`src/hdl/lmc_defs.svh`:
```
// Functional notes
// - After power-up both transceivers sit in off mode, no transmit, no receive.
// - Off mode may be selected in every chip operating mode.
// - In off mode bus wake activity is ignored and never recorded.
// - Normal mode is enabled by writing the mode field in chip normal mode.
// - Normal transceiver mode exists only in chip normal or stop mode.
// - In normal mode, transmit input low drives dominant, high drives recessive.
// - No transmission onto the bus until the enabling delay has elapsed.
// - A low held through the delay is suppressed; next dominant bit is sent.
// - Where reception is active, receive output is low dominant, high recessive.
// - Receive-only mode keeps the driver off yet passes bus level to receive.
// - Receive-only mode is selected by command, only in chip normal or stop.
// - Each transceiver has its own mode field that alone sets its mode; code also forces normal and receive-only to off in chip sleep or other.
// - Operation at the reduced 10.4 kbit/s data rate is supported.
// - Wake-capable mode code is 01; field keeps 01 after wake until rewritten.
// - After a wake in wake-capable mode, receive output stays low until mode change; code also releases it on a rearm (entering stop or sleep).
`ifndef LMC_DEFS_SVH
`define LMC_DEFS_SVH
`define LMC_CLK_MHZ        10
`define LMC_EN_TIME_US     8
`define LMC_EN_CYCLES      (`LMC_EN_TIME_US * `LMC_CLK_MHZ)
`define LMC_EN_CNT_W       8
`define LMC_WK_TIME_US     30
`define LMC_WK_CYCLES      (`LMC_WK_TIME_US * `LMC_CLK_MHZ)
`define LMC_WK_CNT_W       10
`define LMC_NUM_CH         2
`define LMC_BAUD_SLOW_BPS  10400
`endif

```
`src/hdl/lmc_pkg.sv`:
```
`default_nettype none
package lmc_pkg;
   // Mode field codes
   typedef enum logic [1:0] {
      LMC_MODE_OFF  = 2'h0,
      LMC_MODE_WAKE = 2'h1,
      LMC_MODE_RXO  = 2'h2,
      LMC_MODE_NORM = 2'h3
   } lmc_mode_t;
   typedef enum logic [3:0] {
      LMC_SYS_NORMAL  = 4'h1,
      LMC_SYS_STOP    = 4'h2,
      LMC_SYS_SLEEP   = 4'h4,
      LMC_SYS_OTHER   = 4'h8
   } lmc_sys_t;
   // Pins of one channel towards controller and bus
   typedef struct packed {
      logic tx_drive;   // Dominant drive of the output stage
      logic rx_level;   // Receive output level
      logic wake_seen;  // Wake latched
      logic en_done;    // Running state reached (delay over and transmit input high)
   } lmc_chan_out_t;
endpackage
`default_nettype wire

```
`src/hdl/lmc_channel.sv`:
```
`include "lmc_defs.svh"
`default_nettype none
module lmc_channel
   import lmc_pkg::*;
(
   input  wire logic          sys_clk_i,
   input  wire logic          rst_b_i,
   input  wire lmc_mode_t     mode_i,
   input  wire logic          mode_new_i,
   input  wire logic          rearm_i,
   input  wire logic          tx_i,
   input  wire logic          bus_i,
   output lmc_chan_out_t      out_o
);
   typedef enum logic [3:0] {
      LMC_CH_IDLE  = 4'h1,
      LMC_CH_EN    = 4'h2,
      LMC_CH_ARMED = 4'h4,
      LMC_CH_RUN   = 4'h8
   } lmc_ch_state_t;

   lmc_ch_state_t           st_reg;
   lmc_ch_state_t           st_next;
   logic [`LMC_EN_CNT_W-1:0] en_cnt_reg;
   logic [`LMC_WK_CNT_W-1:0] wk_cnt_reg;
   logic                    wake_reg;
   logic                    wk_long_reg;
   logic                    tx_drv_reg;
   logic                    rx_reg;

   ////////////////////////////////////////////////////////////////////////
   // Enabling sequence
   always_comb begin
      st_next = st_reg;
      case (st_reg)
         LMC_CH_IDLE: begin
            if (mode_i == LMC_MODE_NORM) begin
               st_next = LMC_CH_EN;
            end
         end
         LMC_CH_EN: begin
            if (en_cnt_reg == `LMC_EN_CNT_W'(`LMC_EN_CYCLES - 1)) begin
               st_next = tx_i ? LMC_CH_RUN : LMC_CH_ARMED;
            end
         end
         LMC_CH_ARMED: begin
            if (tx_i) begin
               st_next = LMC_CH_RUN;
            end
         end
         LMC_CH_RUN: st_next = st_reg;
         default:    st_next = LMC_CH_IDLE;
      endcase
      if (mode_i != LMC_MODE_NORM || mode_new_i) begin
         st_next = (mode_i == LMC_MODE_NORM) ? LMC_CH_EN : LMC_CH_IDLE;
      end
   end

   always_ff @(posedge sys_clk_i or negedge rst_b_i) begin
      if (!rst_b_i) begin
         st_reg <= LMC_CH_IDLE;
      end else begin
         st_reg <= st_next;
      end
   end

   always_ff @(posedge sys_clk_i or negedge rst_b_i) begin
      if (!rst_b_i) begin
         en_cnt_reg <= '0;
      end else if (st_reg == LMC_CH_EN && st_next == LMC_CH_EN && !mode_new_i) begin
         en_cnt_reg <= en_cnt_reg + `LMC_EN_CNT_W'(1);
      end else begin
         en_cnt_reg <= '0;
      end
   end

   ////////////////////////////////////////////////////////////////////////
   // Driver: only the running state may go dominant
   always_ff @(posedge sys_clk_i or negedge rst_b_i) begin
      if (!rst_b_i) begin
         tx_drv_reg <= 1'h0;
      end else begin
         tx_drv_reg <= (st_next == LMC_CH_RUN) && !tx_i;
      end
   end

   ////////////////////////////////////////////////////////////////////////
   // Wake detect: long dominant then rising edge; off mode ignores all
   always_ff @(posedge sys_clk_i or negedge rst_b_i) begin
      if (!rst_b_i) begin
         wk_cnt_reg  <= '0;
         wk_long_reg <= 1'h0;
      end else if (mode_i != LMC_MODE_WAKE || bus_i) begin
         wk_cnt_reg  <= '0;
         wk_long_reg <= wk_long_reg && !bus_i && mode_i == LMC_MODE_WAKE;
         if (mode_i != LMC_MODE_WAKE) begin
            wk_long_reg <= 1'h0;
         end
      end else if (wk_cnt_reg == `LMC_WK_CNT_W'(`LMC_WK_CYCLES - 1)) begin
         wk_long_reg <= 1'h1;
      end else begin
         wk_cnt_reg <= wk_cnt_reg + `LMC_WK_CNT_W'(1);
      end
   end

   // Wake latch survives until another mode is written or a rearm
   always_ff @(posedge sys_clk_i or negedge rst_b_i) begin
      if (!rst_b_i) begin
         wake_reg <= 1'h0;
      end else if (mode_i == LMC_MODE_WAKE && wk_long_reg && bus_i) begin
         wake_reg <= 1'h1;
      end else if (mode_i != LMC_MODE_WAKE || rearm_i) begin
         wake_reg <= 1'h0;
      end
   end

   ////////////////////////////////////////////////////////////////////////
   // Receive output
   always_ff @(posedge sys_clk_i or negedge rst_b_i) begin
      if (!rst_b_i) begin
         rx_reg <= 1'h1;
      end else begin
         case (mode_i)
            LMC_MODE_NORM: rx_reg <= bus_i;
            LMC_MODE_RXO:  rx_reg <= bus_i;
            LMC_MODE_WAKE: rx_reg <= !wake_reg;
            default:       rx_reg <= 1'h1;
         endcase
      end
   end

   assign out_o = '{tx_drive: tx_drv_reg, rx_level: rx_reg,
                    wake_seen: wake_reg, en_done: st_reg == LMC_CH_RUN};

   a_drv_blocked: assert property (@(posedge sys_clk_i) disable iff (!rst_b_i)
      mode_i != LMC_MODE_NORM |=> !tx_drv_reg)
      else $error("driver active outside normal mode");
   // Leaving early for off or a rewrite is legal; only the count end may arm
   a_en_delay: assert property (@(posedge sys_clk_i) disable iff (!rst_b_i)
      st_reg == LMC_CH_EN && en_cnt_reg != `LMC_EN_CNT_W'(`LMC_EN_CYCLES - 1)
      |=> st_reg == LMC_CH_EN || st_reg == LMC_CH_IDLE)
      else $error("enabling delay shorter than expected");
   a_off_quiet: assert property (@(posedge sys_clk_i) disable iff (!rst_b_i)
      mode_i == LMC_MODE_OFF ##1 mode_i == LMC_MODE_OFF |-> !wake_reg && rx_reg)
      else $error("off mode shows activity");
   a_armed_hold: assert property (@(posedge sys_clk_i) disable iff (!rst_b_i)
      st_reg == LMC_CH_ARMED && !tx_i && mode_i == LMC_MODE_NORM && !mode_new_i
      |=> !tx_drv_reg)
      else $error("stale low transmitted");
   a_rx_follow: assert property (@(posedge sys_clk_i) disable iff (!rst_b_i)
      mode_i == LMC_MODE_RXO |=> rx_reg == $past(bus_i))
      else $error("receive level not passed");
   a_wake_low: assert property (@(posedge sys_clk_i) disable iff (!rst_b_i)
      wake_reg && mode_i == LMC_MODE_WAKE |=> !rx_reg)
      else $error("receive not low after wake");
endmodule
`default_nettype wire

```
`src/hdl/lmc_sync3.sv`:
```
`default_nettype none
module lmc_sync3
   import lmc_pkg::*;
(
   input  wire logic sys_clk_i,
   input  wire logic rst_b_i,
   input  wire logic d_i,
   output logic      q_o
);
   logic s1_reg;
   logic s2_reg;
   logic s3_reg;
   // Change taken once second and third stage agree; reset level is recessive
   always_ff @(posedge sys_clk_i or negedge rst_b_i) begin
      if (!rst_b_i) begin
         s1_reg <= 1'h1;
         s2_reg <= 1'h1;
         s3_reg <= 1'h1;
         q_o    <= 1'h1;
      end else begin
         s1_reg <= d_i;
         s2_reg <= s1_reg;
         s3_reg <= s2_reg;
         if (s2_reg == s3_reg) begin
            q_o <= s3_reg;
         end
      end
   end
endmodule
`default_nettype wire

```
`src/hdl/lmc_top.sv`:
```
`include "lmc_defs.svh"
`default_nettype none
module lmc_top
   import lmc_pkg::*;
(
   input  wire logic                   sys_clk_i,
   input  wire logic                   rst_b_i,
   input  wire lmc_sys_t               sys_mode_i,
   input  wire lmc_mode_t              bus_channel_one_mode_i,
   input  wire lmc_mode_t              bus_channel_two_mode_i,
   input  wire logic                   frame_done_i,
   input  wire logic [`LMC_NUM_CH-1:0] bus_transmit_input_i,
   input  wire logic [`LMC_NUM_CH-1:0] bus_level_i,
   output logic [`LMC_NUM_CH-1:0]      bus_drive_o,
   output logic [`LMC_NUM_CH-1:0]      bus_drive_oe_o,
   output logic [`LMC_NUM_CH-1:0]      rx_o,
   output logic [`LMC_NUM_CH-1:0]      wake_o,
   output lmc_mode_t [`LMC_NUM_CH-1:0] mode_o
);
   lmc_mode_t     mode_reg [`LMC_NUM_CH];
   lmc_mode_t     wr_mode  [`LMC_NUM_CH];
   lmc_sys_t      sys_prev_reg;
   logic          rearm;
   lmc_chan_out_t ch_out   [`LMC_NUM_CH];

   assign wr_mode[0] = bus_channel_one_mode_i;
   assign wr_mode[1] = bus_channel_two_mode_i;
   // Entering stop or sleep rearms wake capability
   assign rearm = (sys_mode_i != sys_prev_reg) &&
                  (sys_mode_i == LMC_SYS_STOP || sys_mode_i == LMC_SYS_SLEEP);

   always_ff @(posedge sys_clk_i or negedge rst_b_i) begin
      if (!rst_b_i) begin
         sys_prev_reg <= LMC_SYS_NORMAL;
      end else begin
         sys_prev_reg <= sys_mode_i;
      end
   end

   genvar gi;
   generate
      for (gi = 0; gi < `LMC_NUM_CH; gi = gi + 1) begin : g_ch
         logic tx_s;
         logic bus_s;
         logic mode_ok;
         logic take;

         // Normal needs chip normal, receive-only chip normal or stop; off and wake always allowed
         assign mode_ok = (wr_mode[gi] == LMC_MODE_OFF) ||
                          (wr_mode[gi] == LMC_MODE_WAKE) ||
                          (sys_mode_i == LMC_SYS_NORMAL) ||
                          (sys_mode_i == LMC_SYS_STOP && wr_mode[gi] != LMC_MODE_NORM);
         assign take = frame_done_i && mode_ok;

         always_ff @(posedge sys_clk_i or negedge rst_b_i) begin
            if (!rst_b_i) begin
               mode_reg[gi] <= LMC_MODE_OFF;
            end else if (take) begin
               mode_reg[gi] <= wr_mode[gi];
            end else if (sys_mode_i != LMC_SYS_NORMAL && sys_mode_i != LMC_SYS_STOP &&
                         (mode_reg[gi] == LMC_MODE_NORM || mode_reg[gi] == LMC_MODE_RXO)) begin
               mode_reg[gi] <= LMC_MODE_OFF;
            end
         end

         lmc_sync3 u_tx_sync (
            .sys_clk_i (sys_clk_i),
            .rst_b_i   (rst_b_i),
            .d_i       (bus_transmit_input_i[gi]),
            .q_o       (tx_s)
         );
         lmc_sync3 u_bus_sync (
            .sys_clk_i (sys_clk_i),
            .rst_b_i   (rst_b_i),
            .d_i       (bus_level_i[gi]),
            .q_o       (bus_s)
         );
         lmc_channel u_ch (
            .sys_clk_i  (sys_clk_i),
            .rst_b_i    (rst_b_i),
            .mode_i     (mode_reg[gi]),
            .mode_new_i (take),
            .rearm_i    (rearm),
            .tx_i       (tx_s),
            .bus_i      (bus_s),
            .out_o      (ch_out[gi])
         );

         // Open drain: pull low only, oe high while dominant; 10.4 kbit/s is far below clock
         assign bus_drive_o[gi]    = 1'h0;
         assign bus_drive_oe_o[gi] = ch_out[gi].tx_drive;
         assign rx_o[gi]           = ch_out[gi].rx_level;
         assign wake_o[gi]         = ch_out[gi].wake_seen;
         assign mode_o[gi]         = mode_reg[gi];

         a_mode_gate: assert property (@(posedge sys_clk_i) disable iff (!rst_b_i)
            mode_reg[gi] == LMC_MODE_NORM |-> sys_prev_reg == LMC_SYS_NORMAL ||
            sys_prev_reg == LMC_SYS_STOP || $past(take))
            else $error("normal mode outside allowed chip mode");
         a_off_allowed: assert property (@(posedge sys_clk_i) disable iff (!rst_b_i)
            frame_done_i && wr_mode[gi] == LMC_MODE_OFF |=> mode_reg[gi] == LMC_MODE_OFF)
            else $error("off mode write refused");
      end
   endgenerate
endmodule
`default_nettype wire

```
`config.mk`:
```
export PLATFORM = sky130hd
export DESIGN_NAME = lmc_top
export DESIGN_NICKNAME = d
export VERILOG_FILES = /design/src/hdl/lmc_pkg.sv /design/src/hdl/lmc_channel.sv /design/src/hdl/lmc_sync3.sv /design/src/hdl/lmc_top.sv
export VERILOG_INCLUDE_DIRS = /design/src /design/src/hdl
export SDC_FILE = /design/constraint.sdc
export NUM_CORES = 1
export LEC_CHECK = 0
export CORE_UTILIZATION = 57
export CTS_CLUSTER_SIZE = 40
export DETAILED_ROUTE_END_ITERATION = 7
export DONT_BUFFER_PORTS = 1
export HOLD_SLACK_MARGIN = 0.12
export PLACE_DENSITY = 0.75
export SYNTH_ARGS = -nofsm -noshare
export SYNTH_HDL_FRONTEND = slang
export SYNTH_SLANG_ARGS = --single-unit
```
`constraint.sdc`:
```
create_clock -name sys_clk_i -period 1.55 [get_ports sys_clk_i]
set_clock_uncertainty 0.05 [all_clocks]
set_input_delay 0.31 -clock sys_clk_i [delete_from_list [all_inputs] [get_ports sys_clk_i]]
set_output_delay 0.31 -clock sys_clk_i [all_outputs]
set_load 0.005 [all_outputs]
```
# After elaboration in Yosys (flattened, before gate mapping)
# Cells that the tools add are included.
word_totals:
  ff_bits: 76
  input_bits: 15
  output_inout_bits: 12
op_classes:
  addsub: 4
  n_eq_ne: 42
  mux: 36
  reduce_logical: 55
op_table:
  columns: ["op", "n"]
  rows:
  - ["2-to-1 mux 10 bit", 4]
  - ["2-to-1 mux 4 bit", 10]
  - ["one-hot mux 4 bit (4 select lines)", 2]
  - ["logical AND 1 bit", 22]
  - ["adder 10 x 1 -> 10 bit (second input constant)", 2]
  - ["== test 10 x 9 -> 1 bit (second input constant)", 2]
  - ["== test 4 x 2 -> 1 bit (second input constant)", 5]
  - ["adder 8 x 1 -> 8 bit (second input constant)", 2]
  - ["== test 4 bit (second input constant)", 4]
  - ["== test 8 x 7 -> 1 bit (second input constant)", 2]
  - ["2-to-1 mux 8 bit", 2]
  - ["logical OR 1 bit", 15]
  - ["== test 4 x 1 -> 1 bit (second input constant)", 3]
  - ["== test 4 x 3 -> 1 bit (second input constant)", 3]
  - ["2-to-1 mux 2 bit", 6]
  - ["nonzero test 2 bit", 6]
  - ["2-to-1 mux 1 bit", 10]
  - ["== test 2 x 1 -> 1 bit (second input constant)", 4]
  - ["== test 2 bit (second input constant)", 4]
  - ["zero test 1 bit", 8]
  - ["!= test 2 x 1 -> 1 bit (second input constant)", 4]
  - ["!= test 2 bit (second input constant)", 4]
  - ["== test 1 bit", 4]
  - ["zero test 2 bit", 2]
  - ["other kinds (5)", 7]

# Logic depth before layout (Yosys ltp)
logic_depth:
  word_depth: 11
  depth_mapped: 6

# By module
# A second synthesis with hierarchy kept.
unflattened:
  cells_unflattened: 332
  area_unflattened_um2: 3579.7
modules_own_cells:
  columns: ["mod", "n_inst", "cells_each", "area_per_inst_um2", "seq_area_each_um2"]
  rows:
  - ["lmc_channel", 2, 127, 1288.7, 653.1]
  - ["lmc_top", 1, 58, 536.8, 201.4]
  - ["lmc_sync3", 4, 5, 116.4, 105.1]

# Least setup slack after synthesis
# OpenSTA, ideal clock, no wires.
synth_path:
  kind: "register to register"
  from: "register g_ch[0].u_ch.st_reg[3]"
  to: "register g_ch[0].u_ch.en_cnt_reg[2]"
  arrival_ps: 1571
  required_time_ps: 1429
  path_slack_ps: -142
  stages_incl_launch_ff: 6
  period_less_slack_ps: 1692
  path_cell_list: "dfrtp_1 -> buf_2 -> or3_1 -> or4b_1 -> buf_2 -> nor2_1"
synth_between:
  elab_chain_len: 7
  elab_cells_between_ends: 13
  classes_between: "eq/ne: 5; mux: 6; reduce/logical: 2"
synth_lines:
  columns: ["element", "line", "text"]
  rows:
  - ["start, declared", "lmc_channel.sv:22", "lmc_ch_state_t st_reg;"]
  - ["start signal, assigned", "lmc_channel.sv:63", "st_reg <= st_next;"]
  - ["== test 4 bit (tied with other cells)", null, null]
  - ["one-hot mux 4 bit (4 select lines)", "lmc_channel.sv:35", "case (st_reg)"]
  - ["2-to-1 mux 4 bit", "lmc_channel.sv:54", "if (mode_i != LMC_MODE_NORM || mode_new_i) begin"]
  - ["== test 4 x 2 -> 1 bit", "lmc_channel.sv:70", "end else if (st_reg == LMC_CH_EN && st_next == LMC_CH_EN && !mode_new_i) begin"]
  - ["logical AND 1 bit (*) (2 in a row)", "lmc_channel.sv:70", null]
  - ["2-to-1 mux 8 bit (*)", "lmc_channel.sv:70", null]
  - ["end signal, assigned", "lmc_channel.sv:71", "en_cnt_reg <= en_cnt_reg + `LMC_EN_CNT_W'(1);"]
  - ["end, declared", "lmc_channel.sv:24", "logic [`LMC_EN_CNT_W-1:0] en_cnt_reg;"]
# Mark *: on every way between the ends. The rest lies on a longest branch, timed or not.
# A chain may end at the register's enable or synchronous reset.

# Final worst setup path
layout_path:
  from: "register g_ch[0].u_ch.st_reg[0]"
  to: "register g_ch[0].u_ch.en_cnt_reg[4]"
# Same word-level chain as after synthesis.

==> implementation parameters <==
Parameter                              Value

Clock network
  H-tree lvl count    3
  Clock transition at the registers of the reported paths    about 0.070 ns
  CTS hold repair buffers    11
  Max Buffers Root-to-Sink    2
  Clock tree from TritonCTS    done
  Number of CTS-inserted buffers    9
  Root buffer cell    sky130_fd_sc_hd__clkbuf_8
  Clock insertion delay at the later pin of the skew report    roughly 0.34 ns
  CTS sink count    76

Logic synthesis
  Most frequent cells after synthesis    sky130_fd_sc_hd__dfrtp_1, sky130_fd_sc_hd__nor2_1, sky130_fd_sc_hd__dfstp_2, sky130_fd_sc_hd__xor2_1
  Ys flop type    sky130_fd_sc_hd__dfrtp_1
  Sequential element share of the synthesized area    55.15%
  Area of the mapped netlist    roughly 3500 sq um
  Number of warning messages in the yosys log    0
  Synth Area in Compound Gates    slightly above 7%
  Dominant cell by count in the synthesized netlist    sky130_fd_sc_hd__dfrtp_1
  Share of synthesized registers carrying an async set or reset    100.0%
  Biggest area contributors in the synthesized netlist    sky130_fd_sc_hd__dfrtp_1, sky130_fd_sc_hd__dfstp_2, sky130_fd_sc_hd__xor2_1, sky130_fd_sc_hd__nor2_1, sky130_fd_sc_hd__xnor2_1
  Number of synthesized flops with an enable pin    0
  Synth Area in Adders    under 10%
  Top cell type's share of synthesized area    39.37%
  Post-synth cell types    48
  Synthesis-stage register bit count    76
  Xor and xnor area share after synthesis    under 10%
  Largest family of logic cells by synthesized area    simple AND/OR/NAND/NOR gates
  Biggest area consumer among synthesized cells    sky130_fd_sc_hd__dfrtp_1
  Count of mapped cells out of synthesis    315
  Post-Syn Area per Cell    ~11 sq um
  Synthesized-area fraction occupied by and/or/nand/nor cells    roughly 22%
  Post-synthesis mux area share    under 10%

Final layout
  Finished Core Util    72.27%
  Growth of design area from synthesis to finish    22.41%
  # nets final    383
  N_diodes    0
  Largest register FFs    20
  Share of post-route cells with drive strength above 1    29.81%
  Layout Cell Area excl Fill    4279 sq um

Worst setup path
  Critical-path cell list    nand2b_4, or3_4, or4b_4, nor2_2
  Critical path fanouts, max    8
  Kind of cell with the highest combined delay on the critical path    simple AND/OR/NAND/NOR gates
  Worst EP required    1.77 ns
  Worst path arrival time    about 1.9 ns
  Startpoint type of the worst setup path    flip-flop
  Capturing element type of the critical path    flip-flop
  Largest stage delay on the critical path    roughly 0.57 ns
  Buffers & Inverters on Critical Path    0
  Startpoint of the worst-slack reg-to-reg timing path    g_ch[0].u_ch.st_reg[0]
  Library cell contributing the largest single delay on the critical path    sky130_fd_sc_hd__or4b_4
  Number of stages on the worst setup path    4
  Cell count of the worst reg-to-reg path    4
  Register-to-register setup slack    -0.12 ns
  Critical R2R Capture    g_ch[0].u_ch.en_cnt_reg[4]
  Crit Path Class    flip-flop to flip-flop

Floorplan
  Row count    28
  Core Region    between 5000 and 6000 sq um
  Count of boundary I/O pins    27
  Starting density of the core    between 50% and 60%
  Horizontal extent of the die    roughly 80 um
  Die outline area    between 6000 and 7000 sq um
  Vertical die dimension    between 80 and 90 um

Global route
  Remaining global-route overflow    0
  Antenna violations before repair    0
  Number of global-route vias before repair    between 2k and 3k
  Global-route wire length before repair    around 11,000 um
  Overall routing resource usage    about a quarter
  Pin count of the biggest net entering global routing    77

Timing
  Shortest clock period the worst path allows after layout    ~1.7 ns
  RSZ-0062 raised after global routing    true
  Minimum setup slack in the final design    -0.1207 ns
  Worst Hold Slack    -0.3907 ns
  Pins Over Slew Limit    0
  Final Hold Viols    76
  Fmax achieved    between 500 and 600 MHz
  Final period util    107.8%
  Setup violations, final    12
  Final total negative setup slack    -1.047 ns

Job
  Number of max-capacitance violations reported    0

Detailed routing
  First-pass detailed-route iteration total    4
  Number of nets with antenna violations after detailed routing    0
  Total Wirelength    about 6800 um
  Avg WL per Cell    ~15 um
  Number of vias per cell    roughly 5.5
  Vias    around 2.5k
  Starting DRC count in detailed routing    about 160
  DRC violation count after routing    0

Outcome
  Status    finished, violations left
  Failing checks    negative hold slack, negative setup slack

Placed design
  Count of input and output buffers    0
  Post-place instance area    3781 sq um
  Estimated wirelength of the detail-placed design    between 4000 and 5000 um
  GP Congestion    0.7960

Power and ir drop
  Leakage power figure    around 1.8 nW
  Maximum resistive drop on vdd    slightly above 0.0007 V
  Total power density per cell area    roughly 930 nW/um^2

Hold path
  Class of the tightest hold or removal check    input port to async pin
==> cell families after synthesis <==
group           count (synthesis)
mux                             7
xor+xnor                       30
buf+inv                        25
flops                          76
simple gates                  132
other cells                     1
compound gates                 36
fa+ha+maj                       8
==> per-stage QoR <==
| step | std cells | power (W) | hold WS (ns) | setup WS, ns |
|---|---|---|---|---|
| after global routing | 444 | 0.004150 | -0.4254 | -0.1640 |
| after CTS | 440 | 0.004018 | -0.4069 | -0.1320 |
| after detailed placement | 409 | 0.002366 | -0.03418 | -0.2049 |
| after floorplan | 316 | 0.002300 | -0.03559 | -0.1292 |
| after global placement | 409 | 0.002358 | -0.03397 | -0.1576 |
| final | 444 | 0.003984 | -0.3907 | -0.1207 |
==> layout by cell type (no fill, tap or decap), drive strengths merged, types with 8 or more instances in the layout <==
master and count:
dfrtp 55, xor2 18, buf 43, nand2 15, dfstp 21, nand2b 8
nand3 15, o21ai 14, dlygate4sd3 11, xnor2 12, inv 8, clkbuf 11
nor2 38, a21oi 10
==> final cells by class <==
class / instances / area (sq um)
Clock buffer: 11 / 141.4
Clock inverter: 5 / 75.07
Fill cell: 399 / 1642
Inverter: 8 / 30.03
Multi-Input combinational cell: 215 / 1569
Sequential cell: 76 / 1929
Tap cell: 75 / 93.84
Timing Repair Buffer: 54 / 440.4
==> routing by layer <==
metal / track usage [%] / vias up / wire length [um]
met2: 41.11 / 38 / 3539
met4: 7.857 / 0 / 87
li1: - / 1180 / -
met1: 28.04 / 1226 / 2956
met5: 0 / - / 0
met3: 7.614 / 9 / 261
==> what timing repair did <==
action                                  CTS  global route
pin swaps                                 5             6
hold endpoints to repair                 87            76
setup buffers                             4             4
endpoints found under the setup margin   13            19
cloned                                    0             0
gates resized for setup                  14            12
==> how the worst max path moves through the flow <==
stage | startpoint | endpoint | slack [ns]
3_5_place_dp | g_ch[0].u_ch.st_reg[0] | g_ch[0].u_ch.en_cnt_reg[0] | -0.20
3_3_place_gp | g_ch[0].u_ch.st_reg[0] | g_ch[0].u_ch.en_cnt_reg[5] | -0.16
6_report | g_ch[0].u_ch.st_reg[0] | g_ch[0].u_ch.en_cnt_reg[4] | -0.12
5_1_grt | g_ch[0].u_ch.st_reg[3] | g_ch[0].u_ch.st_reg[2] | -0.16
2_1_floorplan | g_ch[0].u_ch.st_reg[3] | g_ch[0].u_ch.en_cnt_reg[2] | -0.13
4_1_cts | g_ch[0].u_ch.st_reg[2] | g_ch[0].u_ch.st_reg[2] | -0.13
==> power breakdown <==
part | switching [W] | total [W] | internal, W
Sequential | 0.0000554 | 0.00212 | 0.00207
Combinational | 0.000119 | 0.000245 | 0.000126
Clock | 0.000672 | 0.00162 | 0.000943
Power figures use the tool's default switching activity.
